## config.mk

```make
export PLATFORM = sky130hd
export DESIGN_NAME = smw_sleep_ctrl
export DESIGN_NICKNAME = d
export VERILOG_FILES = /design/src/shared/smw_pkg.sv /design/src/rtl/smw_sleep_ctrl.sv
export SDC_FILE = /design/constraint.sdc
export NUM_CORES = 1
export LEC_CHECK = 0
export ABC_AREA = 1
export BUFFER_PORTS_ARGS = -buffer_cell sky130_fd_sc_hd__buf_2
export CORE_ASPECT_RATIO = 1.2
export CORE_MARGIN = 5
export CORE_UTILIZATION = 44
export CTS_BUF_LIST = sky130_fd_sc_hd__clkbuf_4 sky130_fd_sc_hd__clkbuf_8 sky130_fd_sc_hd__clkbuf_16
export CTS_CLUSTER_SIZE = 20
export DETAILED_ROUTE_END_ITERATION = 12
export PLACE_DENSITY_LB_ADDON = 0.08
export SKIP_LAST_GASP = 1
export SLEW_MARGIN = 20
export SYNTH_ARGS = -nofsm -noshare
export SYNTH_HDL_FRONTEND = slang
export SYNTH_SLANG_ARGS = --single-unit
```

## constraint.sdc

```tcl
create_clock -name pclk -period 5.2 [get_ports pclk]
set_clock_uncertainty 0.15 [all_clocks]
set_input_delay 1.04 -clock pclk [delete_from_list [all_inputs] [get_ports pclk]]
set_output_delay 1.04 -clock pclk [all_outputs]
set_load 0.05 [all_outputs]
```

## src/shared/smw_pkg.sv

```systemverilog
package smw_pkg;

  // ----------------------------------------------------------------
  // Register map
  // ----------------------------------------------------------------
  localparam logic [7:0] REG_STATUS_OFS   = 8'h00; // Status flags, read only
  localparam logic [7:0] REG_REGCTL_OFS   = 8'h04; // regulator_control_reg
  localparam logic [7:0] REG_IRQEN_OFS    = 8'h08; // Wake enables and global enable
  localparam logic [7:0] REG_IRQFLG_OFS   = 8'h0C; // Interrupt flags, write 1 to clear
  localparam logic [7:0] REG_PWMSUM_OFS   = 8'h10; // pwm_irq_summary, read only
  localparam logic [7:0] REG_CLKSEL_OFS   = 8'h14; // Peripheral clock selections

  // ----------------------------------------------------------------
  // Field positions
  // ----------------------------------------------------------------
  localparam int STS_PD_BIT      = 3;  // power_down_flag
  localparam int STS_TO_BIT      = 4;  // timeout_flag
  localparam int STS_ASLEEP_BIT  = 8;  // Device halted in power-down, clear during stabilisation delay
  localparam int STS_STAB_BIT    = 9;  // Stabilisation delay running
  localparam int REG_LPSEL_BIT   = 1;  // regulator_sleep_power_select
  localparam int REG_RSVD_BIT    = 0;  // Reserved, reads 1
  localparam int IEN_GIE_BIT     = 31; // global_irq_enable
  localparam int PWM_SUM_LSB     = 4;  // PWM flags sit in bits 7..4
  localparam int CLK_T1_LFO_BIT  = 0;  // Timer1 clocked from low_freq_osc
  localparam int CLK_T1_EXT_BIT  = 1;  // Timer1 clocked from timer1_ext_clock_in
  localparam int CLK_ADC_OSC_BIT = 2;  // Converter on adc_dedicated_osc
  localparam int CLK_CWG_HFO_BIT = 3;  // complementary_waveform_unit on high_freq_osc

  // ----------------------------------------------------------------
  // Reset values
  // ----------------------------------------------------------------
  localparam logic       RST_PD      = 1'b1;
  localparam logic       RST_TO      = 1'b1;
  localparam logic       RST_LPSEL   = 1'b0;
  localparam logic [3:0] RST_CLKSEL  = 4'h0;

  // ----------------------------------------------------------------
  // Timing
  // ----------------------------------------------------------------
  localparam int CLK_MHZ         = 200;
  localparam int STAB_TIME_NS    = 1000; // Extra wake delay, low-power regulator
  localparam int STAB_CYCLES     = (STAB_TIME_NS * CLK_MHZ + 999) / 1000;

endpackage

```

## src/rtl/smw_sleep_ctrl.sv

```systemverilog
// Operation
// - Power-down entered only by executing the halt instruction.
// - Entering power-down clears watchdog; it keeps counting if enabled in sleep.
// - Entering power-down clears power_down_flag and sets timeout_flag.
// - Core clock stops in power-down; low_freq_osc keeps running.
// - Timer1 runs in power-down when clocked from low_freq_osc or external input.
// - Converter keeps running in power-down when on adc_dedicated_osc.
// - Port outputs hold their pre-halt drive state during power-down.
// - Non-watchdog resets act the same asleep or awake.
// - Wake on resets, watchdog, external or sleep-capable peripheral interrupts.
// - Interrupt wakes only if individually enabled, regardless of global_irq_enable.
// - Next instruction prefetched; with global enable clear, execution resumes there.
// - With global enable set, run next instruction then branch to service routine.
// - Watchdog cleared on every wake, whatever the source.
// - Enabled flag already set before halt: halt is a no-op, nothing changes.
// - Flag set during or after halt: halt completes, wakes at once, flags updated.
// - regulator_sleep_power_select puts regulator in low-power during power-down.
// - Wake from low-power regulator adds stabilisation delay; default mode does not.
// - Regulator stays normal in power-down if an incompatible peripheral is enabled.
// - high_freq_osc may stay on in power-down for the waveform unit.
// - PWM summary bits read-only, cleared only inside each PWM module.
// - Flags set on condition regardless of enables.
// - Select bit 1 means low-power regulator, 0 normal with faster wake.
// - Watchdog time-out in power-down wakes instead of resetting, updates flags.
//
// Added by the designer: the APB slave port and the address map.
`timescale 1ns/1ps
`default_nettype none

module smw_sleep_ctrl #(
  parameter int NUM_IRQ     = 8,                        // Wake-capable interrupt lines
  parameter int STAB_CYCLES = smw_pkg::STAB_CYCLES      // Low-power wake delay
) (
  input  wire logic               pclk,               // 200 MHz clock
  input  wire logic               presetn,            // Async reset, active low
  input  wire logic               psel,               // APB select
  input  wire logic               penable,            // APB enable
  input  wire logic               pwrite,             // APB direction
  input  wire logic [7:0]         paddr,              // APB byte address
  input  wire logic [31:0]        pwdata,             // APB write data
  output logic [31:0]             prdata,             // APB read data
  output logic                    pready,             // APB ready
  output logic                    pslverr,            // APB error
  input  wire logic               halt_exec,          // Core executes halt, one pulse
  input  wire logic [NUM_IRQ-1:0] irq_event,          // Interrupt conditions, pulses
  input  wire logic [NUM_IRQ-1:0] irq_sleep_capable,  // Source can run in power-down
  input  wire logic [3:0]         pwm_module_flags,   // Flags inside PWM modules
  input  wire logic               wdt_sleep_enabled,  // Watchdog runs in power-down
  input  wire logic               wdt_timeout,        // Watchdog time-out pulse
  input  wire logic               lp_incompat_active, // Peripheral needs normal regulator
  input  wire logic               cwg_hfo_needed,     // Waveform unit requests high_freq_osc
  input  wire logic [7:0]         port_out_in,        // Port drive values from core
  input  wire logic [7:0]         port_oe_in,         // Port enables from core
  output logic                    core_clk_en,        // Core clock gate
  output logic                    wdt_clear,          // Watchdog and prescaler clear
  output logic                    wdt_run,            // Watchdog counting allowed
  output logic                    lfo_en,             // low_freq_osc enable
  output logic                    hfo_en,             // high_freq_osc enable
  output logic                    t1_clk_en,          // Timer1 clock enable
  output logic                    adc_clk_en,         // Converter clock enable
  output logic                    reg_lowpower,       // Regulator low-power state
  output logic                    resume_pulse,       // Core resumes at prefetched PC+1
  output logic                    isr_pending,        // Branch to service after next op
  output logic                    halt_nop,           // Halt acted as no-op
  output logic [7:0]              port_out,           // Held port drive values
  output logic [7:0]              port_oe             // Held port enables
);

  // ----------------------------------------------------------------
  // State
  // ----------------------------------------------------------------
  typedef enum logic [1:0] {ST_RUN, ST_SLEEP, ST_STAB} smw_state_type;

  smw_state_type      state_ff, nxt_state;
  logic               pd_ff, to_ff, lpsel_ff, gie_ff;
  logic [NUM_IRQ-1:0] ien_ff, iflag_ff;
  logic [3:0]         clksel_ff;
  logic [31:0]        stab_ff;
  logic [31:0]        prdata_ff;
  logic [3:0]         pwm_s1_ff, pwm_s2_ff;
  logic [7:0]         pout_ff, poe_ff;
  logic               wdt_clear_ff, resume_ff, isr_ff, nop_ff;
  logic               wr_en, rd_en, addr_ok, pending, wake_ev;

  // ----------------------------------------------------------------
  // APB decode
  // ----------------------------------------------------------------
  assign addr_ok = (paddr == smw_pkg::REG_STATUS_OFS) || (paddr == smw_pkg::REG_REGCTL_OFS) ||
                   (paddr == smw_pkg::REG_IRQEN_OFS)  || (paddr == smw_pkg::REG_IRQFLG_OFS) ||
                   (paddr == smw_pkg::REG_PWMSUM_OFS) || (paddr == smw_pkg::REG_CLKSEL_OFS);
  assign wr_en   = psel && penable && pwrite;
  assign rd_en   = psel && !penable && !pwrite;
  assign pready  = 1'b1;
  assign pslverr = psel && penable && !addr_ok;
  assign prdata  = prdata_ff;

  // Enabled interrupt pending, global enable not considered
  assign pending = |(iflag_ff & ien_ff);
  // Wake source: pending enabled flag or watchdog time-out
  assign wake_ev = pending || (wdt_timeout && wdt_sleep_enabled);

  // PWM summary flags synchronised from module clock domains
  always_ff @(posedge pclk or negedge presetn) begin
    if (!presetn) begin
      pwm_s1_ff <= 4'h0;
      pwm_s2_ff <= 4'h0;
    end else begin
      pwm_s1_ff <= pwm_module_flags;
      pwm_s2_ff <= pwm_s1_ff;
    end
  end

  // Read data captured in setup phase
  always_ff @(posedge pclk or negedge presetn) begin
    if (!presetn) begin
      prdata_ff <= 32'h0000_0000;
    end else if (rd_en) begin
      prdata_ff <= 32'h0000_0000;
      unique case (paddr)
        smw_pkg::REG_STATUS_OFS: begin
          prdata_ff[smw_pkg::STS_PD_BIT]     <= pd_ff;
          prdata_ff[smw_pkg::STS_TO_BIT]     <= to_ff;
          prdata_ff[smw_pkg::STS_ASLEEP_BIT] <= (state_ff == ST_SLEEP);
          prdata_ff[smw_pkg::STS_STAB_BIT]   <= (state_ff == ST_STAB);
        end
        smw_pkg::REG_REGCTL_OFS: begin
          prdata_ff[smw_pkg::REG_LPSEL_BIT] <= lpsel_ff;
          prdata_ff[smw_pkg::REG_RSVD_BIT]  <= 1'b1;
        end
        smw_pkg::REG_IRQEN_OFS: begin
          prdata_ff[NUM_IRQ-1:0]           <= ien_ff;
          prdata_ff[smw_pkg::IEN_GIE_BIT]  <= gie_ff;
        end
        smw_pkg::REG_IRQFLG_OFS: prdata_ff[NUM_IRQ-1:0] <= iflag_ff;
        smw_pkg::REG_PWMSUM_OFS: prdata_ff[smw_pkg::PWM_SUM_LSB +: 4] <= pwm_s2_ff;
        smw_pkg::REG_CLKSEL_OFS: prdata_ff[3:0] <= clksel_ff;
        default: prdata_ff <= 32'h0000_0000;
      endcase
    end
  end

  // Control registers written by software
  always_ff @(posedge pclk or negedge presetn) begin
    if (!presetn) begin
      lpsel_ff  <= smw_pkg::RST_LPSEL;
      ien_ff    <= '0;
      gie_ff    <= 1'b0;
      clksel_ff <= smw_pkg::RST_CLKSEL;
    end else if (wr_en) begin
      if (paddr == smw_pkg::REG_REGCTL_OFS) lpsel_ff <= pwdata[smw_pkg::REG_LPSEL_BIT];
      if (paddr == smw_pkg::REG_IRQEN_OFS) begin
        ien_ff <= pwdata[NUM_IRQ-1:0];
        gie_ff <= pwdata[smw_pkg::IEN_GIE_BIT];
      end
      if (paddr == smw_pkg::REG_CLKSEL_OFS) clksel_ff <= pwdata[3:0];
    end
  end

  // Interrupt flags: set on condition regardless of enables, set beats clear
  always_ff @(posedge pclk or negedge presetn) begin
    if (!presetn) begin
      iflag_ff <= '0;
    end else begin
      if (wr_en && paddr == smw_pkg::REG_IRQFLG_OFS)
        iflag_ff <= (iflag_ff & ~pwdata[NUM_IRQ-1:0]) | irq_event;
      else
        iflag_ff <= iflag_ff | irq_event;
    end
  end

  // ----------------------------------------------------------------
  // Sleep sequencer
  // ----------------------------------------------------------------
  always_comb begin
    nxt_state = state_ff;
    unique case (state_ff)
      ST_RUN:   if (halt_exec && !pending) nxt_state = ST_SLEEP;
      ST_SLEEP: if (wake_ev)
                  nxt_state = reg_lowpower ? ST_STAB : ST_RUN;
      ST_STAB:  if (stab_ff >= 32'(STAB_CYCLES - 1)) nxt_state = ST_RUN;
    endcase
  end

  always_ff @(posedge pclk or negedge presetn) begin
    if (!presetn) state_ff <= ST_RUN;
    else          state_ff <= nxt_state;
  end

  // Stabilisation counter for low-power regulator wake
  always_ff @(posedge pclk or negedge presetn) begin
    if (!presetn)               stab_ff <= 32'h0000_0000;
    else if (state_ff == ST_STAB) stab_ff <= stab_ff + 32'h0000_0001;
    else                        stab_ff <= 32'h0000_0000;
  end

  // Status flags updated on a completed halt entry and on a watchdog time-out in sleep
  always_ff @(posedge pclk or negedge presetn) begin
    if (!presetn) begin
      pd_ff <= smw_pkg::RST_PD;
      to_ff <= smw_pkg::RST_TO;
    end else if (state_ff == ST_RUN && halt_exec && !pending) begin
      pd_ff <= 1'b0;
      to_ff <= 1'b1;
    end else if (state_ff == ST_SLEEP && wdt_timeout && wdt_sleep_enabled) begin
      to_ff <= 1'b0;
    end
  end

  // Watchdog clear on entry and on every wake; no clear on no-op halt
  always_ff @(posedge pclk or negedge presetn) begin
    if (!presetn) begin
      wdt_clear_ff <= 1'b0;
    end else begin
      wdt_clear_ff <= (state_ff == ST_RUN && halt_exec && !pending) ||
                      (state_ff == ST_SLEEP && wake_ev);
    end
  end

  // Resume and service indications, no-op report
  always_ff @(posedge pclk or negedge presetn) begin
    if (!presetn) begin
      resume_ff <= 1'b0;
      isr_ff    <= 1'b0;
      nop_ff    <= 1'b0;
    end else begin
      resume_ff <= (state_ff != ST_RUN) && (nxt_state == ST_RUN);
      nop_ff    <= (state_ff == ST_RUN) && halt_exec && pending;
      if ((state_ff != ST_RUN) && (nxt_state == ST_RUN))
        isr_ff <= gie_ff && pending;
      else if (state_ff == ST_RUN && !halt_exec)
        isr_ff <= 1'b0;
    end
  end

  // Port drive held while halted
  always_ff @(posedge pclk or negedge presetn) begin
    if (!presetn) begin
      pout_ff <= 8'h00;
      poe_ff  <= 8'h00;
    end else if (state_ff == ST_RUN && nxt_state == ST_RUN) begin
      pout_ff <= port_out_in;
      poe_ff  <= port_oe_in;
    end
  end

  // ----------------------------------------------------------------
  // Clock and regulator controls
  // ----------------------------------------------------------------
  assign core_clk_en  = (state_ff == ST_RUN);
  assign lfo_en       = 1'b1;
  assign t1_clk_en    = core_clk_en || clksel_ff[smw_pkg::CLK_T1_LFO_BIT] ||
                        clksel_ff[smw_pkg::CLK_T1_EXT_BIT];
  assign adc_clk_en   = core_clk_en || clksel_ff[smw_pkg::CLK_ADC_OSC_BIT];
  assign hfo_en       = core_clk_en ||
                        (clksel_ff[smw_pkg::CLK_CWG_HFO_BIT] && cwg_hfo_needed);
  assign reg_lowpower = (state_ff == ST_SLEEP) && lpsel_ff &&
                        !lp_incompat_active;
  assign wdt_clear    = wdt_clear_ff;
  assign wdt_run      = core_clk_en || wdt_sleep_enabled;
  assign resume_pulse = resume_ff;
  assign isr_pending  = isr_ff;
  assign halt_nop     = nop_ff;
  assign port_out     = pout_ff;
  assign port_oe      = poe_ff;

endmodule

`default_nettype wire

```

After elaboration in Yosys (flattened, before gate mapping). Cells that the tools add are included.

Add/subtract/negate cells: 1. Order comparisons: 1. Equality and inequality tests: 7. Multiplexer cells: 18. Bitwise logic cells: 5. Reductions and logical operators: 49.

Operators by type and width (count): 32-bit by 1-bit adder with 32-bit output, second input constant (1); 32-bit by 8-bit >= comparator with 1-bit output, second input constant (1); 32-bit two-way mux (1); 1-bit logical AND (21); 8-bit bitwise AND (2); 8-bit by 4-bit equality test with 1-bit output, second input constant (2); 8-bit by 5-bit equality test with 1-bit output, second input constant (2); 8-bit bitwise OR (2); 1-bit logical OR (12); 2-bit two-way mux (5); 3-bit one-hot mux with 3 select lines (1); 8-bit by 3-bit equality test with 1-bit output, second input constant (1); 8-bit zero test (1); 8-bit two-way mux (1); 8-bit NOT (1); 1-bit one-hot mux with 4 select lines (2); 2-bit one-hot mux with 4 select lines (1); 8-bit OR reduction (1); 1-bit zero test (6); 2-bit one-hot mux with 3 select lines (1); 2-bit AND reduction (3); 2-bit nonzero test (3); 1-bit two-way mux (5); 2-bit zero test (2); 3 further kinds (3).

Register bits after elaboration: 97. Input port bits: 86. Output and inout bits: 61. Logic and storage cells: 99.

Longest topological paths before layout. Gate-level depths: netlist (run 1).

Word-level depth: 9. Gate-level depth with buffers: 14. Gate-level depth less buffers: 13.

Worst setup path before layout (run 1). No wires, ideal clock.

Path type: in2out. From: input port paddr[0]. To: output port pslverr. Data arrival time: 2.919 ns. Required time: 4.010 ns. Path slack: 1.091 ns. Stages on the path: 6. Buffers on the path: 0. Cells stage by stage: inv_1 -> nand2_1 -> nor3_1 -> nand2_1 -> inv_1 -> nor4_1.

Longest elaborated chain between the ends: 8. Elaborated cells on any way between the ends: 13. Those cells by class: eq/ne (5); reduce/logical (8).

RTL lines: start, declared (line smw_sleep_ctrl.sv:39) `input wire logic [7:0] paddr,`; 8-bit by 3-bit equality test with 1-bit output / 8-bit zero test (equally long branches) (line smw_sleep_ctrl.sv:88) `assign addr_ok = (paddr == smw_pkg::REG_STATUS_OFS) || (paddr == smw_pkg::REG_REGCTL_OFS) ||`; 1-bit logical OR (2 in a row) (line smw_sleep_ctrl.sv:88); 1-bit logical OR (2 in a row) (line smw_sleep_ctrl.sv:89) `(paddr == smw_pkg::REG_IRQEN_OFS) || (paddr == smw_pkg::REG_IRQFLG_OFS) ||`; 1-bit logical OR * (line smw_sleep_ctrl.sv:90) `(paddr == smw_pkg::REG_PWMSUM_OFS) || (paddr == smw_pkg::REG_CLKSEL_OFS);`; 1-bit zero test * (line smw_sleep_ctrl.sv:94) `assign pslverr = psel && penable && !addr_ok;`; 1-bit logical AND * (line smw_sleep_ctrl.sv:94); end, declared (line smw_sleep_ctrl.sv:43) `output logic pslverr,`.

Mark *: on every way between the ends. The rest lies on a longest branch, timed or not.

Worst setup path after layout (run 1).
From: register state_ff[1]. To: output port t1_clk_en.

Longest elaborated chain between the ends: 3.

RTL lines: start, declared (line smw_sleep_ctrl.sv:74) `smw_state_type state_ff, nxt_state;`; start signal, assigned (line smw_sleep_ctrl.sv:186) `else state_ff <= nxt_state;`; 2-bit zero test (line smw_sleep_ctrl.sv:249) `assign core_clk_en = (state_ff == ST_RUN);`; 1-bit logical OR (2 in a row) (line smw_sleep_ctrl.sv:251) `assign t1_clk_en = core_clk_en || clksel_ff[smw_pkg::CLK_T1_LFO_BIT] ||`; end, declared (line smw_sleep_ctrl.sv:59) `output logic t1_clk_en,`.

No other way between the ends.

==> flow_summary.toml, run 1 <==
[setup_path]
crit_slowest_cell = "ha_1"
worstReg2RegEnd = "prdata[9]"
critPathBufInv = 3
required_ns = 4.01
cp_cell_sequence = "inv_1 -> ha_1 -> inv_1 -> nand3_1 -> buf_2"
cp_data_arrival_time_ns = 2.33
endpoint_kind = "output pin"
r2r_setup_slack_ns = 2.85
crit_path_max_fanout = 22
start_kind = "flop"
reg2reg_depth = 4
max_stage_delay_ns = 0.70
r2r-start = "state_ff[0]"
crit_family = "adder cells"
crit_type = "flop to output pin"
crit_path_frequent_cell = "inv_1"

[pwr]
p_per_area_mw_per_mm2 = 420
clkPwrFrac_pct = 30.6
pwr-share-comb_pct = 32.5
p_int_uw = 1450
static-leakage-power_uw = 0.00286
switching_share_pct = 39.0
peakVddDrop_mv = 0.227
power_switching_uw = 928
seqPwrFrac_pct = 36.8

[logic_synthesis]
yosysUniqueCellTypes = 43
seq_area_frac_synth_pct = 50.0
syn_avg_cell_area_sq_um = 8.22
yosysTopAreaCell = "dfrtp_1"
ys_top_cells_by_area = "dfrtp_1 (49%), nand2_1 (10%), inv_1 (5.5%), nor2_1 (4.5%), o21ai_0 (4.0%)"
synthCells = 591
syn_area_sq_mm = 0.00486
synth_warnings = 0
yosysTopAreaCellShare_pct = 48.9
synth-seq-cells = 97

[sta]
slew_violations = 0
tightest_slew_ns = 0.825
hold_viol = 0
tns_ns = 0
fin_ws_ns = 1.68
fin_crit_ns = 3.52
setup_viol = 0
fmax_ghz = 0.284
maxSlewHeadroom_pct = 45.0
fin_crit_sh_pct = 67.7
rsz0062_at_grt = "false"

[clock_tree]
ctsResizeCount = 0
cts_buffer_depth = 2
clock_latency_ns = 0.34
cts_tree = "built"
cts_buffers = 9
clk_pin_slew_ns = 0.07
postCtsSetupBuffers = 0
clock-root-buffer = "clkbuf_16"
cts_sinks = 97
htreeDepth = 3
hold_buffers = 0

[global_routing]
grt_max_degree = 65
antenna_found_initial = 0
grt_pass1_wl_mm = 19.5
grt.total_usage_pct = 18.1
grt_pass1_vias = 4126
overflow = 0

[hold_path]
min_from = "pwm_s1_ff[3]"
hold_path_depth = 0
hold_end = "pwm_s2_ff[3]"
holdCritPathClass = "flop to flop"

[detailed_routing]
wl_met1_mm = 5.01
drt_first_pass_iters = 5
drc = 0
dr.max_layer_used = "met4"
wl_per_cell_um = 14.1
vias = 4083
drtIter0Drc = 126
viasPerCell = 4.97
dr_wl_met2_mm = 5.85
met3_wirelength_um = 457
antenna_left = 0
wl_mm = 11.5

[placement]
dp_hpwl_mm = 8.70
gp_congestion = 0.888
io_buffer_count = 92
dp_slack_ns = 1.76
dpl-instance-area_sq_mm = 0.00535

[outcome]
status = "complete, no violations"

[floorplanning]
die_area_sq_mm = 0.0132
start_util_pct = 44.4
dieWidth_um = 106
pin_count = 147
die_h_um = 125
core_area_sq_mm = 0.0109
rows = 42

[cells_and_area]
diodes = 0
mostFrequentLayoutCells = "nand2_1 (129), dfrtp_1 (95), buf_2 (91)"
syn_to_final_growth_pct = 16.9
final_nets = 774
nFillCells = 1076
final_common_cell = "nand2_1"
drive_gt1_share_pct = 20.0
final_cell_area_sq_mm = 0.00568

[flow_run]
maxCapViolCount = 0
[through the flow]
| stage | std cells | hold slack, ns | utilization [%] | power, uW |
|---|---|---|---|---|
| 3_5_place_dp | 805 | 0.187 | 48.9 | 1680 |
| 3_3_place_gp | 805 | 0.185 | 48.9 | 1670 |
| 5_1_grt | 821 | 0.212 | 51.9 | 2510 |
| 2_1_floorplan | 612 | 0.181 | - | 1520 |
| 6_report | 821 | 0.200 | 51.9 | 2380 |
| 4_1_cts | 821 | 0.202 | 51.9 | 2410 |
[worst reg2reg max path, cell delays in order, from the launching register on]
cell      delay [ns]
dfrtp_1         0.38
inv_1           0.10
ha_1            0.53
clkinv_1        0.68
o31ai_1         0.40
[logic make-up after synthesis]
family	count (synthesis)	share of synthesized area (%)
simple gates	286	26.9
buf+inv	109	10.6
flops	97	50.0
compound gates	86	10.1
xor+xnor	7	1.26
fa+ha+maj	4	1.03
other cells	2	0.155
[metal layers]
layer  vias to the layer above  track usage (%)
met2                        89             31.2
met1                      1925             23.0
met5                         -                0
li1                       2054                -
met4                         0             6.63
met3                        15             3.04
[flip-flops by register name, summed over array words and instances, names as in the netlist]
name	count
state_ff	2
resume_pulse	1
clksel_ff	4
lpsel_ff	1
to_ff	1
pwm_s2_ff	4
ien_ff	8
stab_ff	32
iflag_ff	8
prdata	11
pd_ff	1
pwm_s1_ff	4
gie_ff	1
wdt_clear	1
halt_nop	1
isr_pending	1
port_out	8
port_oe	8
[synth_stat cells, drive strengths merged]
cell type,number
a211oi,3
a21oi,25
a221oi,3
a31oi,1
buf,26
clkbuf,6
clkinv,1
conb,2
dfrtp,95
dfstp,2
ha,4
inv,76
nand2,136
nand3,38
nand3b,2
nand4,14
nor2,65
nor3,22
nor3b,1
nor4,6
o211ai,1
o21a,1
o21ai,42
o21bai,5
o221ai,1
o22ai,2
o31ai,2
or2,2
xnor2,1
xor2,6
[worst max-delay path by stage]
stage | end | slack [ns] | start | cells past startpoint
after floorplan | pslverr | 1.09 | paddr[0] | 6
after global placement | pslverr | 1.77 | paddr[4] | 8
after detailed placement | pslverr | 1.76 | paddr[1] | 8
after CTS | t1_clk_en | 1.65 | state_ff[1] | 5
after global routing | t1_clk_en | 1.52 | state_ff[1] | 5
final | t1_clk_en | 1.68 | state_ff[1] | 5
[area by class of cell]
class / instances / area (sq um) / share of cell area [%]
Clock buffer: 11 / 253 / 4.45
Clock inverter: 5 / 77.6 / 1.37
Inverter: 77 / 289 / 5.09
Multi-Input combinational cell: 406 / 1990 / 35.1
Tap cell: 132 / 165 / 2.91
Timing Repair Buffer: 93 / 470 / 8.29
Sequential cell: 97 / 2430 / 42.8
[power groups by stage]
stage / Combinational [uW] / Sequential, uW / Clock [uW]
2_1_floorplan: 382 / 1130 / 0
3_3_place_gp: 775 / 891 / 0
3_5_place_dp: 784 / 892 / 0
4_1_cts: 786 / 878 / 744
5_1_grt: 837 / 888 / 783
6_report: 775 / 877 / 730
No activity file was read; power rests on OpenSTA's default activity.
==> inputs of run 2 (changes only) <==
==> constraint.sdc (replaced) <==
create_clock -name pclk -period 3.45 [get_ports pclk]
set_clock_uncertainty 0.15 [all_clocks]
set_input_delay 0.69 -clock pclk [delete_from_list [all_inputs] [get_ports pclk]]
set_output_delay 0.69 -clock pclk [all_outputs]
set_load 0.05 [all_outputs]
==> flow_summary.toml, run 2 (synthesis results as in run 1) <==
[outcome]
status = "complete, no violations"

[global_routing]
antenna_found_initial = 0
grt_pass1_wl_mm = 19.5
grt.total_usage_pct = 18.2
overflow = 0
grt_pass1_vias = 4147
grt_max_degree = 71

[detailed_routing]
vias = 4082
drt_first_pass_iters = 4
wl_per_cell_um = 14.2
viasPerCell = 4.94
antenna_left = 0
drc = 0
drtIter0Drc = 156
wl_mm = 11.8

[cells_and_area]
mostFrequentLayoutCells = "nand2_1 (129), dfrtp_1 (95), buf_2 (91)"
drive_gt1_share_pct = 20.6
final_util_pct = 52.2
diodes = 0
largest_register_ffs = 32
syn_to_final_growth_pct = 17.5
multi_input_area_sq_mm = 0.00199
final_common_cell = "nand2_1"
nFillCells = 1071
regArea_sq_mm = 0.00243
final_nets = 779
largest_register = "stab_ff"

[hold_path]
holdCritPathClass = "flop to flop"
hold_path_depth = 0
min_from = "pwm_s1_ff[2]"

[flow_run]
maxCapViolCount = 0

[floorplanning]
core_area_sq_mm = 0.0109
die_h_um = 125
start_util_pct = 44.4
die_area_sq_mm = 0.0132
rows = 42
pin_count = 147
dieWidth_um = 106

[clock_tree]
clock_latency_ns = 0.34
hold_buffers = 0
cts_sinks = 97
clk_pin_slew_ns = 0.07
ctsResizeCount = 0
cts_tree = "built"
clock-root-buffer = "clkbuf_16"
cts_buffer_depth = 2
htreeDepth = 3
postCtsSetupBuffers = 0
cts_buffers = 9

[pwr]
peakVddDrop_mv = 0.325
p_per_area_mw_per_mm2 = 629
static-leakage-power_uw = 0.00288

[setup_path]
crit_path_max_fanout = 7
required_ns = 2.61
r2r_setup_slack_ns = 1.25
endpoint_kind = "output pin"
reg2reg_depth = 13
start_kind = "input port"
r2r-start = "state_ff[0]"
cp_data_arrival_time_ns = 1.88
crit_path_start = "paddr[4]"
crit_type = "input port to output pin"

[sta]
tns_ns = 0
slew_violations = 0
fin_crit_sh_pct = 78.7
setup_viol = 0
hold_viol = 0
rsz0062_at_grt = "false"
tightest_slew_ns = 0.896
maxSlewHeadroom_pct = 40.2
fin_crit_ns = 2.72
fmax_ghz = 0.368

[placement]
gp_congestion = 0.908
dp_hpwl_mm = 8.90
io_buffer_count = 92
## run 2: cell count changes in the layout (fill, tap and decap cells not counted), sizes merged
| cell | change |
|---|---|
| inv | +1 |
| buf | +5 |
| clkbuf | -1 |
## run 2: final cells by class
| class | count | share of cell area [%] |
|---|---|---|
| Clock buffer | 10 | 4.08 |
| Clock inverter | 6 | 1.58 |
| Inverter | 77 | 5.06 |
| Multi-Input combinational cell | 406 | 34.9 |
| Sequential cell | 97 | 42.6 |
| Tap cell | 132 | 2.89 |
| Timing Repair Buffer | 98 | 8.90 |
## run 2: routing by layer
metal  track usage, %  vias to the layer above  wire length (um)
met2             32.2                       89              6150
met4             5.56                        0               196
met3             3.87                       16               503
met1             22.2                     1911              4910
li1                 -                     2066                 -
met5                0                        -                 0
## run 2: worst paths after layout
kind                           endpoint
max                             pslverr
min                        pwm_s2_ff[2]
max reg2reg                  port_oe[5]
min reg2reg                pwm_s2_ff[2]
max in group asynchronous   stab_ff[14]
min in group asynchronous    stab_ff[3]
## run 2: metrics by stage
| step | hold WS, ns | instances | setup slack, ns | total power [uW] | cell area (sq um) |
|---|---|---|---|---|---|
| 3_3_place_gp | 0.184 | 810 | 0.764 | 2520 | 5380 |
| 4_1_cts | 0.201 | 826 | 0.727 | 3620 | 5710 |
| 6_report | 0.200 | 826 | 0.734 | 3590 | 5710 |
| 2_1_floorplan | 0.181 | 612 | 0.0414 | 2290 | 4940 |
| 5_1_grt | 0.215 | 826 | 0.637 | 3770 | 5710 |
| 3_5_place_dp | 0.186 | 810 | 0.737 | 2540 | 5380 |
## run 2: critical path, stage by stage
cell	delay [ns]
buf_2	0.07
inv_1	0.04
nand3_1	0.10
inv_1	0.09
nand2_1	0.21
nand3_1	0.13
nor4_1	0.22
buf_2	0.32
## run 2: power breakdown
group          total (uW)  switching (uW)  internal, uW
Combinational        1180             922           257
Clock                1080             437           646
Sequential           1330            58.9          1270
==> inputs of run 3 (changes only) <==
--- a/config.mk
+++ b/config.mk
@@ -5,7 +5,7 @@
 export SDC_FILE = /design/constraint.sdc
 export NUM_CORES = 1
 export LEC_CHECK = 0
-export ABC_AREA = 1
+export ABC_AREA = 0
 export BUFFER_PORTS_ARGS = -buffer_cell sky130_fd_sc_hd__buf_2
 export CORE_ASPECT_RATIO = 1.2
 export CORE_MARGIN = 5
==> constraint.sdc (replaced) <==
create_clock -name pclk -period 2.53 [get_ports pclk]
set_clock_uncertainty 0.15 [all_clocks]
set_input_delay 0.506 -clock pclk [delete_from_list [all_inputs] [get_ports pclk]]
set_output_delay 0.506 -clock pclk [all_outputs]
set_load 0.05 [all_outputs]
==> flow_summary.toml, run 3 <==
[floorplanning]
die_area_sq_mm = 0.0130
die_h_um = 124
core_area_sq_mm = 0.0106
dieWidth_um = 105
start_util_pct = 45.1
pin_count = 147
rows = 41

[hold_path]
hold_end = "pwm_s1_ff[1]"
min_from = "pwm_module_flags[1]"
hold_path_depth = 1
holdCritPathClass = "input port to flop"

[global_routing]
grt_pass1_wl_mm = 18.2
grt_max_degree = 55
grt_pass1_vias = 3684
overflow = 0
grt.total_usage_pct = 17.5
antenna_found_initial = 0

[placement]
dp_hpwl_mm = 8.14
dp_slack_ns = -0.232
io_buffer_count = 92
gp_congestion = 0.819
place_inst = 674

[logic_synthesis]
synth_warnings = 0
synth_compound_area_share_pct = 8.05
ys_top_cells_by_area = "dfrtp_1 (50%), mux2_4 (6.0%), mux2_2 (4.7%), buf_4 (3.6%), xnor2_1 (3.5%)"
synth_top_family_by_area = "simple AND/OR/NAND/NOR gates"
synth_commonest_cells = "dfrtp_1 (95), nand2_1 (36), and2_1 (26)"
seq_area_frac_synth_pct = 50.9
synthMuxAreaShare_pct = 10.7
yosysUniqueCellTypes = 51
synth-seq-cells = 97
synth_fa_ha_area_share_pct = 1.05
synth.most_common_cell = "dfrtp_1"
synth_edf_count = 0
synthCells = 420
ys_async_sr_fraction_pct = 100
yosysTopAreaCell = "dfrtp_1"
syn_area_sq_mm = 0.00477
syn_avg_cell_area_sq_um = 11.4
synth-simple-area-share_pct = 19.2
synth-main-ff-cell = "dfrtp_1"
synth-xor-area-share_pct = 4.77
yosysTopAreaCellShare_pct = 49.8

[detailed_routing]
wl_mm = 10.8
antenna_left = 0
viasPerCell = 5.01
wl_per_cell_um = 15.6
vias = 3478
drtIter0Drc = 89
drc = 0
drt_first_pass_iters = 4

[flow_run]
maxCapViolCount = 0

[setup_path]
crit_type = "flop to flop"
reg2reg_depth = 8
required_ns = 2.61
r2r-start = "stab_ff[0]"
worstReg2RegEnd = "port_oe[7]"
max_stage_delay_ns = 0.38
cp_cell_sequence = "ha_1 -> a2111oi_4 -> nor2_2 -> nor3_4 -> a2bb2oi_4 -> nor3b_4 -> buf_4 -> mux2_4"
cp_data_arrival_time_ns = 2.48
endpoint_kind = "flop"
r2r_setup_slack_ns = 0.13
start_kind = "flop"
crit_path_max_fanout = 9
crit_slowest_cell = "dfrtp_1"

[sta]
tightest_slew_ns = 0.501
slew_violations = 0
fmax_ghz = 0.416
fin_crit_sh_pct = 95.0
hold_viol = 0
maxSlewHeadroom_pct = 66.5
rsz0062_at_grt = "false"
fin_crit_ns = 2.40
setup_viol = 0
worst_hold_slack_ns = 0.115
tns_ns = 0
fin_ws_ns = 0.126

[clock_tree]
clock-root-buffer = "clkbuf_16"
cts_buffers = 9
cts_tree = "built"
cts_buffer_depth = 2
htreeDepth = 3
clk_pin_slew_ns = 0.07
clock_latency_ns = 0.34
cts_sinks = 97

[cells_and_area]
drive_gt1_share_pct = 37.7
final_common_cell = "dfrtp_1"
largest_register_ffs = 32
diodes = 0
syn_to_final_growth_pct = 24.3
final_util_pct = 56.1
largest_register = "stab_ff"
final_nets = 650
fin_cells = 694
mostFrequentLayoutCells = "dfrtp_1 (95), buf_2 (91), buf_4 (48)"

[pwr]
peakVddDrop_mv = 0.479
static-leakage-power_uw = 0.00283
p_per_area_mw_per_mm2 = 848

[outcome]
status = "complete, no violations"
## run 3: changes by cell type in the layout (fill, tap and decap cells not counted), moves of 11 or more
| cell | previous run | this run |
|---|---|---|
| nand2_1 | 129 | 36 |
| mux2_2 | 0 | 20 |
| mux2_4 | 0 | 19 |
| a21o_1 | 0 | 11 |
| a21oi_1 | 25 | 4 |
| and2_1 | 0 | 26 |
| nor3_1 | 21 | 6 |
| o21ai_0 | 39 | 11 |
| buf_4 | 7 | 48 |
| xnor2_1 | 1 | 19 |
| inv_1 | 71 | 3 |
| nor2_1 | 58 | 22 |
| nand3_1 | 36 | 18 |
## run 3: metal layers
layer,routed length (um),vias to the layer above,part of all wire [%],global-route usage [%]
met5,0,-,0,0
met4,219,0,2.0,6.71
met3,566,12,5.2,4.10
met2,5360,93,49,28.7
met1,4700,1669,43,22.5
li1,-,1704,-,-
## run 3: how the worst max path moves through the flow
| stage | startpoint | end | slack, ns | depth (start not counted) |
|---|---|---|---|---|
| floorplan | state_ff[1] | port_oe[0] | 0.06 | 9 |
| global placement | state_ff[0] | port_out[6] | -0.16 | 8 |
| detailed placement | state_ff[1] | port_out[3] | -0.23 | 8 |
| CTS | state_ff[0] | port_oe[1] | 0.02 | 9 |
| global route | iflag_ff[2] | port_oe[6] | 0.02 | 7 |
| finish | stab_ff[0] | port_oe[7] | 0.13 | 8 |
## run 3: stage by stage
stage	area [sq um]	total power (uW)
finish	5930	5030
global placement	5590	3730
floorplan	4850	3290
detailed placement	5590	3750
CTS	5890	5080
global route	5930	5260
## run 3: final cells by class
type	count	area, sq um
fillers	949	4640
flip-flops and latches	97	2430
multi-input cells	308	2200
repair buffers	141	846
clock buffers	9	225
well taps	129	161
clock inverters	7	53.8
inverters	3	11.3
## run 3: where the power goes
part / leakage (uW) / internal [uW] / total, uW / switching, uW
Sequential: 0.00123 / 1750 / 1830 / 85.1
Combinational: 0.00147 / 659 / 1910 / 1250
Clock: 0.000128 / 674 / 1290 / 613
Total: 0.00283 / 3080 / 5030 / 1950
## run 3: what timing repair did
item	4_1_cts	5_1_grt
gates resized for setup	0	4
endpoints found under the setup margin	16	17
pin swaps	2	3
hold buffers	1	0
setup buffers	2	1
hold endpoints to repair	21	0
## run 3: worst max-delay path: cells and delay by family, from the launching register on
family                     cells  cell delay [ns]
adders and majority gates      1             0.25
AOI/OAI and AO/OA              2             0.59
DFF                            1             0.38
and+or+nand+nor                3             0.44
buffers and inverters          1             0.19
muxes                          1             0.31
## run 3: cells by family (layout without fill, tap and decap cells)
family / after synthesis / count (layout)
compound gates: 51 / 51
xor+xnor: 26 / 26
fa+ha+maj: 4 / 4
buf+inv: 36 / 160
flops: 97 / 97
mux: 39 / 39
other cells: 2 / 23
simple gates: 165 / 165
